$ cat src/tmc_pkg.sv
// Shared constants of the transceiver management control block.
// Assumes a 250 MHz core clock and the host acting as two-wire bus master.
//
// Function
// - Transmitter turns off within 10 us of disable, back on within 1 ms.
// - Disable high or left open means transmitter off; low means on.
// - Init, clearing the fault indication too, ends within 300 ms.
// - Fault output rises within 100 us of a laser fault.
// - Fault output is 1 on laser fault and 0 in normal operation.
// - Loss-of-signal output rises within 100 us of light loss.
// - Loss-of-signal output falls within 100 us of light returning.
// - Loss-of-signal output is 1 without light and 0 when receiving.
// - Presence pin is held at ground permanently.
// - Bus address 1010001X is answered with a 256-byte diagnostic page.
// - Page holds thresholds, calibration, live, vendor and user bytes.
// - Five live monitor values are reported through the page.
// - Monitor values arrive already calibrated and are served unchanged.
`default_nettype none
package tmc_pkg;

  // Core clock rate in MHz.
  localparam int CLK_MHZ = 250;

  // Timing figures in their own units.
  localparam int T_OFF_US = 10;
  localparam int T_ON_MS = 1;
  localparam int T_INIT_MS = 300;
  localparam int T_FAULT_US = 100;
  localparam int T_RESET_US = 10;
  localparam int T_LOS_US = 100;

  // Derived cycle counts; the longest, T_INIT_CYC, is the default of the top parameter.
  localparam int T_OFF_CYC = T_OFF_US * CLK_MHZ;
  localparam int T_ON_CYC = T_ON_MS * 1000 * CLK_MHZ;
  localparam int T_INIT_CYC = T_INIT_MS * 1000 * CLK_MHZ;
  localparam int T_FAULT_CYC = T_FAULT_US * CLK_MHZ;
  localparam int T_RESET_CYC = T_RESET_US * CLK_MHZ;
  localparam int T_LOS_CYC = T_LOS_US * CLK_MHZ;
  localparam int INIT_CNT_W = 27;
  localparam int RESET_CNT_W = 12;

  // Two-wire device address, upper seven bits.
  localparam logic [6:0] DIAG_DEV_ADDR = 7'h51;

  // Diagnostic page layout, byte offsets.
  localparam logic [7:0] THRESH_FIRST = 8'h00;
  localparam logic [7:0] CAL_FIRST = 8'h38;
  localparam logic [7:0] LIVE_FIRST = 8'h60;
  localparam logic [7:0] TEMP_OFS = 8'h60;
  localparam logic [7:0] VCC_OFS = 8'h62;
  localparam logic [7:0] BIAS_OFS = 8'h64;
  localparam logic [7:0] TXPWR_OFS = 8'h66;
  localparam logic [7:0] RXPWR_OFS = 8'h68;
  localparam logic [7:0] STATUS_OFS = 8'h6e;
  localparam logic [7:0] VENDOR_A_FIRST = 8'h78;
  localparam logic [7:0] USER_FIRST = 8'h80;
  localparam logic [7:0] USER_LAST = 8'hf7;

  // Status byte field positions.
  localparam int ST_DISABLE_BIT = 7;
  localparam int ST_FAULT_BIT = 2;
  localparam int ST_LOS_BIT = 1;

  // Reset value of page bytes.
  localparam logic [7:0] PAGE_RESET = 8'h00;

  // Two-wire slave states.
  typedef enum logic [2:0] {
    TMC_IDLE,
    TMC_ADDR,
    TMC_ACK_ADDR,
    TMC_WRITE,
    TMC_ACK_WRITE,
    TMC_READ,
    TMC_READ_ACK
  } tmc_twi_state_t;

endpackage
`default_nettype wire

$ cat src/tmc_twi_slave.sv
// Two-wire bus slave with an auto-incrementing byte pointer.
// Assumes scl and sda are pin levels; both are synchronised here.
`timescale 1ns/1ps
`default_nettype none
module tmc_twi_slave (
  input wire logic clk,
  input wire logic rst_n,
  input wire logic scl_in,
  input wire logic sda_in,
  output logic sda_oe,
  output logic [7:0] ptr,
  input wire logic [7:0] rd_data,
  output logic wr_en,
  output logic [7:0] wr_data,
  output logic busy
);

  logic [2:0] scl_s;
  logic [2:0] sda_s;
  tmc_pkg::tmc_twi_state_t state, next_state;
  logic [7:0] shreg, next_shreg;
  logic [3:0] bitn, next_bitn;
  logic first, next_first;
  logic mack, next_mack;
  logic next_sda_oe;
  logic [7:0] next_ptr;
  logic next_wr_en;
  logic [7:0] next_wr_data;
  logic scl_rise, scl_fall, start_c, stop_c;

  // Stages 0 and 1 synchronise; edges are found between stages 1 and 2.
  always_ff @(posedge clk) begin
    if (!rst_n) begin
      scl_s <= 3'h7;
      sda_s <= 3'h7;
    end else begin
      scl_s <= {scl_s[1:0], scl_in};
      sda_s <= {sda_s[1:0], sda_in};
    end
  end

  assign scl_rise = scl_s[1] && !scl_s[2];
  assign scl_fall = !scl_s[1] && scl_s[2];
  assign start_c = scl_s[1] && scl_s[2] && !sda_s[1] && sda_s[2];
  assign stop_c = scl_s[1] && scl_s[2] && sda_s[1] && !sda_s[2];

  // Data is sampled on clock rise and changed on clock fall.
  always_comb begin
    next_state = state;
    next_shreg = shreg;
    next_bitn = bitn;
    next_first = first;
    next_mack = mack;
    next_sda_oe = sda_oe;
    next_ptr = ptr;
    next_wr_en = 1'b0;
    next_wr_data = wr_data;
    if (start_c) begin
      next_state = tmc_pkg::TMC_ADDR;
      next_bitn = '0;
      next_sda_oe = 1'b0;
    end else if (stop_c) begin
      next_state = tmc_pkg::TMC_IDLE;
      next_sda_oe = 1'b0;
    end else if (scl_rise) begin
      case (state)
        tmc_pkg::TMC_ADDR, tmc_pkg::TMC_WRITE: begin
          next_shreg = {shreg[6:0], sda_s[1]};
          next_bitn = bitn + 1'b1;
        end
        tmc_pkg::TMC_READ_ACK: next_mack = !sda_s[1];
        default: next_mack = mack;
      endcase
    end else if (scl_fall) begin
      case (state)
        tmc_pkg::TMC_ADDR: begin
          if (bitn == 4'h8) begin
            if (shreg[7:1] == tmc_pkg::DIAG_DEV_ADDR) begin
              next_state = tmc_pkg::TMC_ACK_ADDR;
              next_sda_oe = 1'b1;
            end else begin
              next_state = tmc_pkg::TMC_IDLE;
            end
          end
        end
        tmc_pkg::TMC_ACK_ADDR: begin
          next_bitn = '0;
          next_first = 1'b1;
          if (shreg[0]) begin
            next_state = tmc_pkg::TMC_READ;
            next_shreg = {rd_data[6:0], 1'b0};
            next_sda_oe = !rd_data[7];
            next_ptr = ptr + 1'b1;
            next_bitn = 4'h1;
          end else begin
            next_state = tmc_pkg::TMC_WRITE;
            next_sda_oe = 1'b0;
          end
        end
        tmc_pkg::TMC_WRITE: begin
          if (bitn == 4'h8) begin
            next_state = tmc_pkg::TMC_ACK_WRITE;
            next_sda_oe = 1'b1;
            if (first) begin
              next_ptr = shreg;
            end else begin
              next_wr_en = 1'b1;
              next_wr_data = shreg;
            end
          end
        end
        tmc_pkg::TMC_ACK_WRITE: begin
          next_state = tmc_pkg::TMC_WRITE;
          next_sda_oe = 1'b0;
          next_bitn = '0;
          // The pointer moves after the write pulse has used it.
          if (!first) begin
            next_ptr = ptr + 1'b1;
          end
          // The pointer byte itself must not advance the pointer.
          next_first = 1'b0;
        end
        tmc_pkg::TMC_READ: begin
          if (bitn == 4'h8) begin
            next_state = tmc_pkg::TMC_READ_ACK;
            next_sda_oe = 1'b0;
          end else begin
            next_sda_oe = !shreg[7];
            next_shreg = {shreg[6:0], 1'b0};
            next_bitn = bitn + 1'b1;
          end
        end
        tmc_pkg::TMC_READ_ACK: begin
          if (mack) begin
            next_state = tmc_pkg::TMC_READ;
            next_shreg = {rd_data[6:0], 1'b0};
            next_sda_oe = !rd_data[7];
            next_ptr = ptr + 1'b1;
            next_bitn = 4'h1;
          end else begin
            next_state = tmc_pkg::TMC_IDLE;
          end
        end
        default: next_state = tmc_pkg::TMC_IDLE;
      endcase
    end
  end

  // Slave state registers; the bus line is released at reset.
  always_ff @(posedge clk) begin
    if (!rst_n) begin
      state <= tmc_pkg::TMC_IDLE;
      shreg <= '0;
      bitn <= '0;
      first <= 1'b0;
      mack <= 1'b0;
      sda_oe <= 1'b0;
      ptr <= '0;
      wr_en <= 1'b0;
      wr_data <= '0;
      busy <= 1'b0;
    end else begin
      state <= next_state;
      shreg <= next_shreg;
      bitn <= next_bitn;
      first <= next_first;
      mack <= next_mack;
      sda_oe <= next_sda_oe;
      ptr <= next_ptr;
      wr_en <= next_wr_en;
      wr_data <= next_wr_data;
      busy <= (next_state != tmc_pkg::TMC_IDLE);
    end
  end

endmodule
`default_nettype wire

$ cat src/tmc_laser_ctl.sv
// Transmitter enable, power-on initialization and latched laser fault.
// Assumes disable and fault inputs are already synchronised to clk.
`timescale 1ns/1ps
`default_nettype none
module tmc_laser_ctl #(
  parameter int INIT_CYCLES = tmc_pkg::T_INIT_CYC
) (
  input wire logic clk,
  input wire logic rst_n,
  input wire logic tx_disable,
  input wire logic fault_cond,
  output logic tx_enable,
  output logic tx_fault,
  output logic init_done
);

  logic [tmc_pkg::INIT_CNT_W-1:0] init_cnt;
  logic [tmc_pkg::RESET_CNT_W-1:0] hold_cnt;
  logic hold_ok;
  logic [tmc_pkg::INIT_CNT_W-1:0] next_init_cnt;
  logic [tmc_pkg::RESET_CNT_W-1:0] next_hold_cnt;
  logic next_hold_ok;
  logic next_tx_enable;
  logic next_tx_fault;
  logic next_init_done;

  // The hold counter saturates, so a long disable still counts as one reset.
  always_comb begin
    next_init_cnt = init_cnt;
    next_init_done = init_done;
    next_hold_cnt = hold_cnt;
    next_hold_ok = hold_ok;
    next_tx_fault = tx_fault;
    if (!init_done) begin
      if (init_cnt == tmc_pkg::INIT_CNT_W'(INIT_CYCLES - 1)) begin
        next_init_done = 1'b1;
      end else begin
        next_init_cnt = init_cnt + 1'b1;
      end
    end
    if (tx_disable) begin
      if (hold_cnt == tmc_pkg::RESET_CNT_W'(tmc_pkg::T_RESET_CYC - 1)) begin
        next_hold_ok = 1'b1;
      end else begin
        next_hold_cnt = hold_cnt + 1'b1;
      end
    end else begin
      next_hold_cnt = '0;
      next_hold_ok = 1'b0;
      if (hold_ok) begin
        next_tx_fault = 1'b0;
      end
    end
    // A fault seen in the clearing cycle wins, so a lasting fault re-asserts.
    if (init_done && fault_cond) begin
      next_tx_fault = 1'b1;
    end
    // Light is cut in the very next cycle, well within the off and on limits.
    next_tx_enable = next_init_done && !tx_disable &&
      !next_tx_fault;
  end

  // Fault indication is held clear through initialization.
  always_ff @(posedge clk) begin
    if (!rst_n) begin
      init_cnt <= '0;
      init_done <= 1'b0;
      hold_cnt <= '0;
      hold_ok <= 1'b0;
      tx_fault <= 1'b0;
      tx_enable <= 1'b0;
    end else begin
      init_cnt <= next_init_cnt;
      init_done <= next_init_done;
      hold_cnt <= next_hold_cnt;
      hold_ok <= next_hold_ok;
      tx_fault <= next_tx_fault;
      tx_enable <= next_tx_enable;
    end
  end

endmodule
`default_nettype wire

$ cat src/tmc_top.sv
// Management control of a pluggable optical transceiver.
// Assumes pin inputs are asynchronous and monitor words come from clk logic.
`timescale 1ns/1ps
`default_nettype none
module tmc_top #(
  parameter int INIT_CYCLES = tmc_pkg::T_INIT_CYC
) (
  input wire logic clk,
  input wire logic rst_n,
  input wire logic tx_disable_pin,
  input wire logic laser_fault_raw,
  input wire logic rx_light_lost_raw,
  input wire logic scl_in,
  input wire logic sda_in,
  output logic sda_out,
  output logic sda_oe,
  output logic tx_enable,
  output logic tx_fault,
  output logic rx_los,
  output logic present_gnd,
  input wire logic [15:0] mon_temp,
  input wire logic [15:0] mon_vcc,
  input wire logic [15:0] mon_bias,
  input wire logic [15:0] mon_tx_power,
  input wire logic [15:0] mon_rx_power
);

  logic [1:0] dis_s, flt_s, los_s;
  logic [7:0] ptr;
  logic [7:0] rd_data;
  logic wr_en;
  logic [7:0] wr_data;
  logic busy;
  logic init_done;
  logic [7:0] page [0:255];
  logic [79:0] live, next_live;
  logic next_rx_los;

  // True for the bytes that the host may overwrite.
  function automatic logic user_byte(input logic [7:0] a);
    user_byte = (a >= tmc_pkg::USER_FIRST) && (a <= tmc_pkg::USER_LAST);
  endfunction

  // Two-stage synchronisers; an open disable pin reads high via pull-up.
  always_ff @(posedge clk) begin
    if (!rst_n) begin
      dis_s <= 2'h3;
      flt_s <= 2'h0;
      los_s <= 2'h3;
    end else begin
      dis_s <= {dis_s[0], tx_disable_pin};
      flt_s <= {flt_s[0], laser_fault_raw};
      los_s <= {los_s[0], rx_light_lost_raw};
    end
  end

  tmc_laser_ctl #(
    .INIT_CYCLES(INIT_CYCLES)
  ) u_laser (
    .clk(clk),
    .rst_n(rst_n),
    .tx_disable(dis_s[1]),
    .fault_cond(flt_s[1]),
    .tx_enable(tx_enable),
    .tx_fault(tx_fault),
    .init_done(init_done)
  );

  tmc_twi_slave u_twi (
    .clk(clk),
    .rst_n(rst_n),
    .scl_in(scl_in),
    .sda_in(sda_in),
    .sda_oe(sda_oe),
    .ptr(ptr),
    .rd_data(rd_data),
    .wr_en(wr_en),
    .wr_data(wr_data),
    .busy(busy)
  );

  // Monitor words are frozen during a transfer so a read pair stays coherent.
  always_comb begin
    next_live = live;
    if (!busy) begin
      next_live = {mon_temp, mon_vcc, mon_bias, mon_tx_power,
        mon_rx_power};
    end
    // Light loss and return are both passed on three cycles after the pin.
    next_rx_los = los_s[1];
  end

  // Live snapshot, loss output and the grounded presence line.
  always_ff @(posedge clk) begin
    if (!rst_n) begin
      live <= '0;
      rx_los <= 1'b1;
      present_gnd <= 1'b0;
      sda_out <= 1'b0;
    end else begin
      live <= next_live;
      rx_los <= next_rx_los;
      present_gnd <= 1'b0;
      sda_out <= 1'b0;
    end
  end

  // Page storage; only the user region accepts host writes.
  always_ff @(posedge clk) begin
    if (!rst_n) begin
      for (int i = 0; i < 256; i++) begin
        page[i] <= tmc_pkg::PAGE_RESET;
      end
    end else if (wr_en && user_byte(ptr)) begin
      page[ptr] <= wr_data;
    end
  end

  // Read mux over the page regions.
  always_comb begin
    rd_data = page[ptr];
    case (ptr)
      tmc_pkg::TEMP_OFS: rd_data = live[79:72];
      tmc_pkg::TEMP_OFS + 8'h01: rd_data = live[71:64];
      tmc_pkg::VCC_OFS: rd_data = live[63:56];
      tmc_pkg::VCC_OFS + 8'h01: rd_data = live[55:48];
      tmc_pkg::BIAS_OFS: rd_data = live[47:40];
      tmc_pkg::BIAS_OFS + 8'h01: rd_data = live[39:32];
      tmc_pkg::TXPWR_OFS: rd_data = live[31:24];
      tmc_pkg::TXPWR_OFS + 8'h01: rd_data = live[23:16];
      tmc_pkg::RXPWR_OFS: rd_data = live[15:8];
      tmc_pkg::RXPWR_OFS + 8'h01: rd_data = live[7:0];
      tmc_pkg::STATUS_OFS: begin
        rd_data = 8'h00;
        rd_data[tmc_pkg::ST_DISABLE_BIT] = dis_s[1];
        rd_data[tmc_pkg::ST_FAULT_BIT] = tx_fault;
        rd_data[tmc_pkg::ST_LOS_BIT] = rx_los;
        rd_data[0] = !init_done;
      end
      default: rd_data = page[ptr];
    endcase
  end

endmodule
`default_nettype wire

$ cat config.mk
export PLATFORM = sky130hd
export DESIGN_NAME = tmc_top
export DESIGN_NICKNAME = d
export VERILOG_FILES = /design/src/tmc_pkg.sv /design/src/tmc_twi_slave.sv /design/src/tmc_laser_ctl.sv /design/src/tmc_top.sv
export SDC_FILE = /design/constraint.sdc
export NUM_CORES = 2
export LEC_CHECK = 0
export BUFFER_PORTS_ARGS = -buffer_cell sky130_fd_sc_hd__buf_2
export CAP_MARGIN = 10
export CORE_MARGIN = 2
export CORE_UTILIZATION = 57
export DETAILED_ROUTE_END_ITERATION = 8
export PLACE_DENSITY = 0.74
export RECOVER_POWER = 100
export SKIP_LAST_GASP = 1
export SYNTH_ARGS = -nofsm -noshare
export SYNTH_HDL_FRONTEND = slang
export SYNTH_SLANG_ARGS = --single-unit
$ cat constraint.sdc
create_clock -name clk -period 2.6 [get_ports clk]
set_clock_uncertainty 0.1 [all_clocks]
set_input_delay 0.39 -clock clk [delete_from_list [all_inputs] [get_ports clk]]
set_output_delay 0.39 -clock clk [all_outputs]
set_load 0.05 [all_outputs]
==> run metrics <==
height of the die 411 um; Post-Syn Instances 6068; post-route clock period utilization 1.20; standard-cell row count 149; setup repair after global routing missed its margin true; required time reported for the critical path endpoint 3.23 ns; Die Width 411 um; violations in the final reports setup timing; total power 0.0760 W; Lkg Pwr 43.6 nW; detail-routed net length per standard cell 27.0 um; Clock Tree Root clkbuf_16; Comb power frac 0.041; pin count of the biggest net entering global routing 101; port buffer count 90; number of synthesized flops with an enable pin 2048; Clock power frac 0.407; antenna violations before repair 9; count of final hold-check violations 0; fin worst setup slack -0.529 ns; Worst EP arrival 3.76 ns; level count of the clock H-tree 4; Worst-Skew Late Latency 0.87 ns; number of max-cap violations 0; CTS tree yes; starting density of the core 0.573; FF+latch count, synth 2228; Max-slew headroom 0.0194; Layout fillers 10600; DRT antenna net count 0; TNS Setup -280.83 ns; post-synthesis instance area 94300 um^2; placeable core region 165000 um^2; Crit Path Category flop to flop; DIE AREA 169000 um^2; Synth cell types 79; global-route wire length before repair 397 mm; transition time at the pin with the least slew margin 1.47 ns; synthesized area per cell 15.5 um^2; number of I/O pins 93; most frequent cells in the layout edfxtp_1, conb_1, buf_4; share of power burned in registers 0.552; primary flip-flop cell chosen by synthesis mapping edfxtp_1; Pre-Repair DR Iteration Count 6; final hold slack 0.161 ns; post-layout minimum cycle time 3.13 ns; hpwl dp 185 mm; layout-stage area growth over the synthesis result 22.0%; max-slew violation count 0; Setup-failing EPs final 1681; result of the run finished, violations left; worst slack at placement -0.970 ns; Longest Clk Path Bufs 3; fraction of final layout cells sized beyond drive strength 1 0.220; utilization after layout 0.699; GRT Total Usage 0.325; fraction of the yosys area taken by sequential cells 0.690; vias in the first global route 60100; r2r setup slk -0.53 ns; IR Drop Worst-Case VDD 0.000687 V; total number of clock tree sinks 2228; total congestion overflow 0; most common library cell in the layout ignoring fill and taps edfxtp_1; TritonCTS Buffers 217; launching element type of the critical path flop; via count 60300; Yosys warning total 0; reported net switching power 0.0162 W; Placer Congestion 1.04; async set-or-reset flop fraction in the synthesized netlist 0; Worst setup EP type flop; Min-Delay Path Class input port to flop; vias per cell 5.92; first-iteration detailed-routing DRC count 8077; DRT Wirelength 275 mm; power per standard cell area 660 nW/um^2; switching portion of total power 0.214; number of nets in the layout 7906; CTS clock-pin slew for the worst setup and hold paths 0.07 ns; Internal Pwr Total 0.0597 W; DRC errors left 0; critical path fanouts, max 6; timing-limited maximum frequency 320 MHz
layout make-up:
type,instances,area (um^2),share of cell area
tap,2189,2740,0.0238
antenna,3,7.51,0.0000652
sequential,2228,65100,0.566
inverter,160,604,0.00525
clock inverter,131,1170,0.0102
clock buffer,276,5770,0.0501
multi-input combinational,4231,30900,0.269
timing repair buffer,970,8800,0.0764
cell usage after synthesis, types with 15 or more instances:
master	number	share of area
mux2_2	16	0.0019
mux2i_1	257	0.027
and2_1	192	0.013
buf_1	27	0.0011
buf_2	60	0.0032
a21oi_1	84	0.0045
nand2_1	392	0.016
mux4_2	436	0.10
a211oi_1	30	0.0024
and3_1	511	0.034
nand4_1	29	0.0019
a22oi_1	152	0.012
o211ai_1	17	0.0014
buf_6	25	0.0030
nand2b_1	32	0.0021
a221oi_1	40	0.0037
clkbuf_1	378	0.015
xor2_1	15	0.0014
or3_1	17	0.0011
inv_1	158	0.0063
a22o_1	31	0.0029
edfxtp_1	2048	0.65
o21ai_0	92	0.0049
nor2b_1	30	0.0020
buf_4	43	0.0034
nor3_1	32	0.0017
dfxtp_1	180	0.038
nor2_1	465	0.018
nand3_1	65	0.0034
xnor2_1	16	0.0015
o22ai_1	35	0.0023
metal layers:
layer  vias to the layer above  GRT usage  part of all wire
met5                         -          0                 0
met4                         0      0.154             0.052
met3                       641     0.0812              0.11
met2                      3620      0.500              0.46
met1                     30300      0.439              0.37
li1                      25700          -                 -
worst max-delay path: stages, from the launching register on:
cell	delay, ns
dfxtp_4	0.41
buf_4	0.27
buf_4	0.20
mux4_2	0.57
o2111a_2	0.32
o41ai_2	0.36
buf_4	0.18
o2111ai_1	0.18
o41ai_4	0.28
a31oi_1	0.12
repair_timing:
action                     4_1_cts  5_1_grt
hold buffers                    86        0
setup endpoints to repair       72      159
hold endpoints to repair       123        0
resized for setup               89       97
setup buffers                   32       47
pin swaps                       18       40
cloned                           4        5
path summary, 6_finish.rpt:
kind / from / end / depth (start not counted)
worst max register to register: flop / u_twi.shreg[3]$_SDFFE_PN0P_ / 9
worst min register to register: dis_s[0]$_SDFF_PN1_ / dis_s[1]$_SDFF_PN1_ / 1
worst max-delay path: flop / u_twi.shreg[3]$_SDFFE_PN0P_ / 9
worst min-delay path: tx_disable_pin / dis_s[0]$_SDFF_PN1_ / 3
metrics by stage:
step	cells	cell area [um^2]
floorplan	7157	98500
global placement	9610	106000
detailed placement	9610	106000
CTS	10100	115000
global route	10200	115000
finish	10200	115000
registers in the layout (all words and copies together) (netlist names), 4 cells and up, named ones only:
name	count
u_twi.wr_data	8
live	80
u_twi.shreg	8
u_twi.bitn	4
u_twi.ptr	8
u_laser.init_cnt	27
u_laser.hold_cnt	12
page	2048
cell families (layout without fill, tap and decap cells):
kind of cell    after synthesis  after routing  share of synthesized area
simple gates               1822           1822                     0.0977
buf+inv                     698           1537                     0.0329
flops                      2228           2228                      0.690
fa+ha+maj                    11             11                    0.00146
other cells                   1           1093                  0.0000397
mux                         709            709                      0.133
compound gates              568            568                     0.0418
xor+xnor                     31             31                    0.00288
power by group through the flow:
stage,sequential (W),clock [W],combinational [W]
6_report,0.0420,0.0309,0.00310
5_1_grt,0.0421,0.0324,0.00331
4_1_cts,0.0419,0.0311,0.00295
3_5_place_dp,0.0427,0,0.00281
3_3_place_gp,0.0425,0,0.00275
2_1_floorplan,0.0423,0,0.00170
Note: power is estimated with default switching activity, not from simulation.
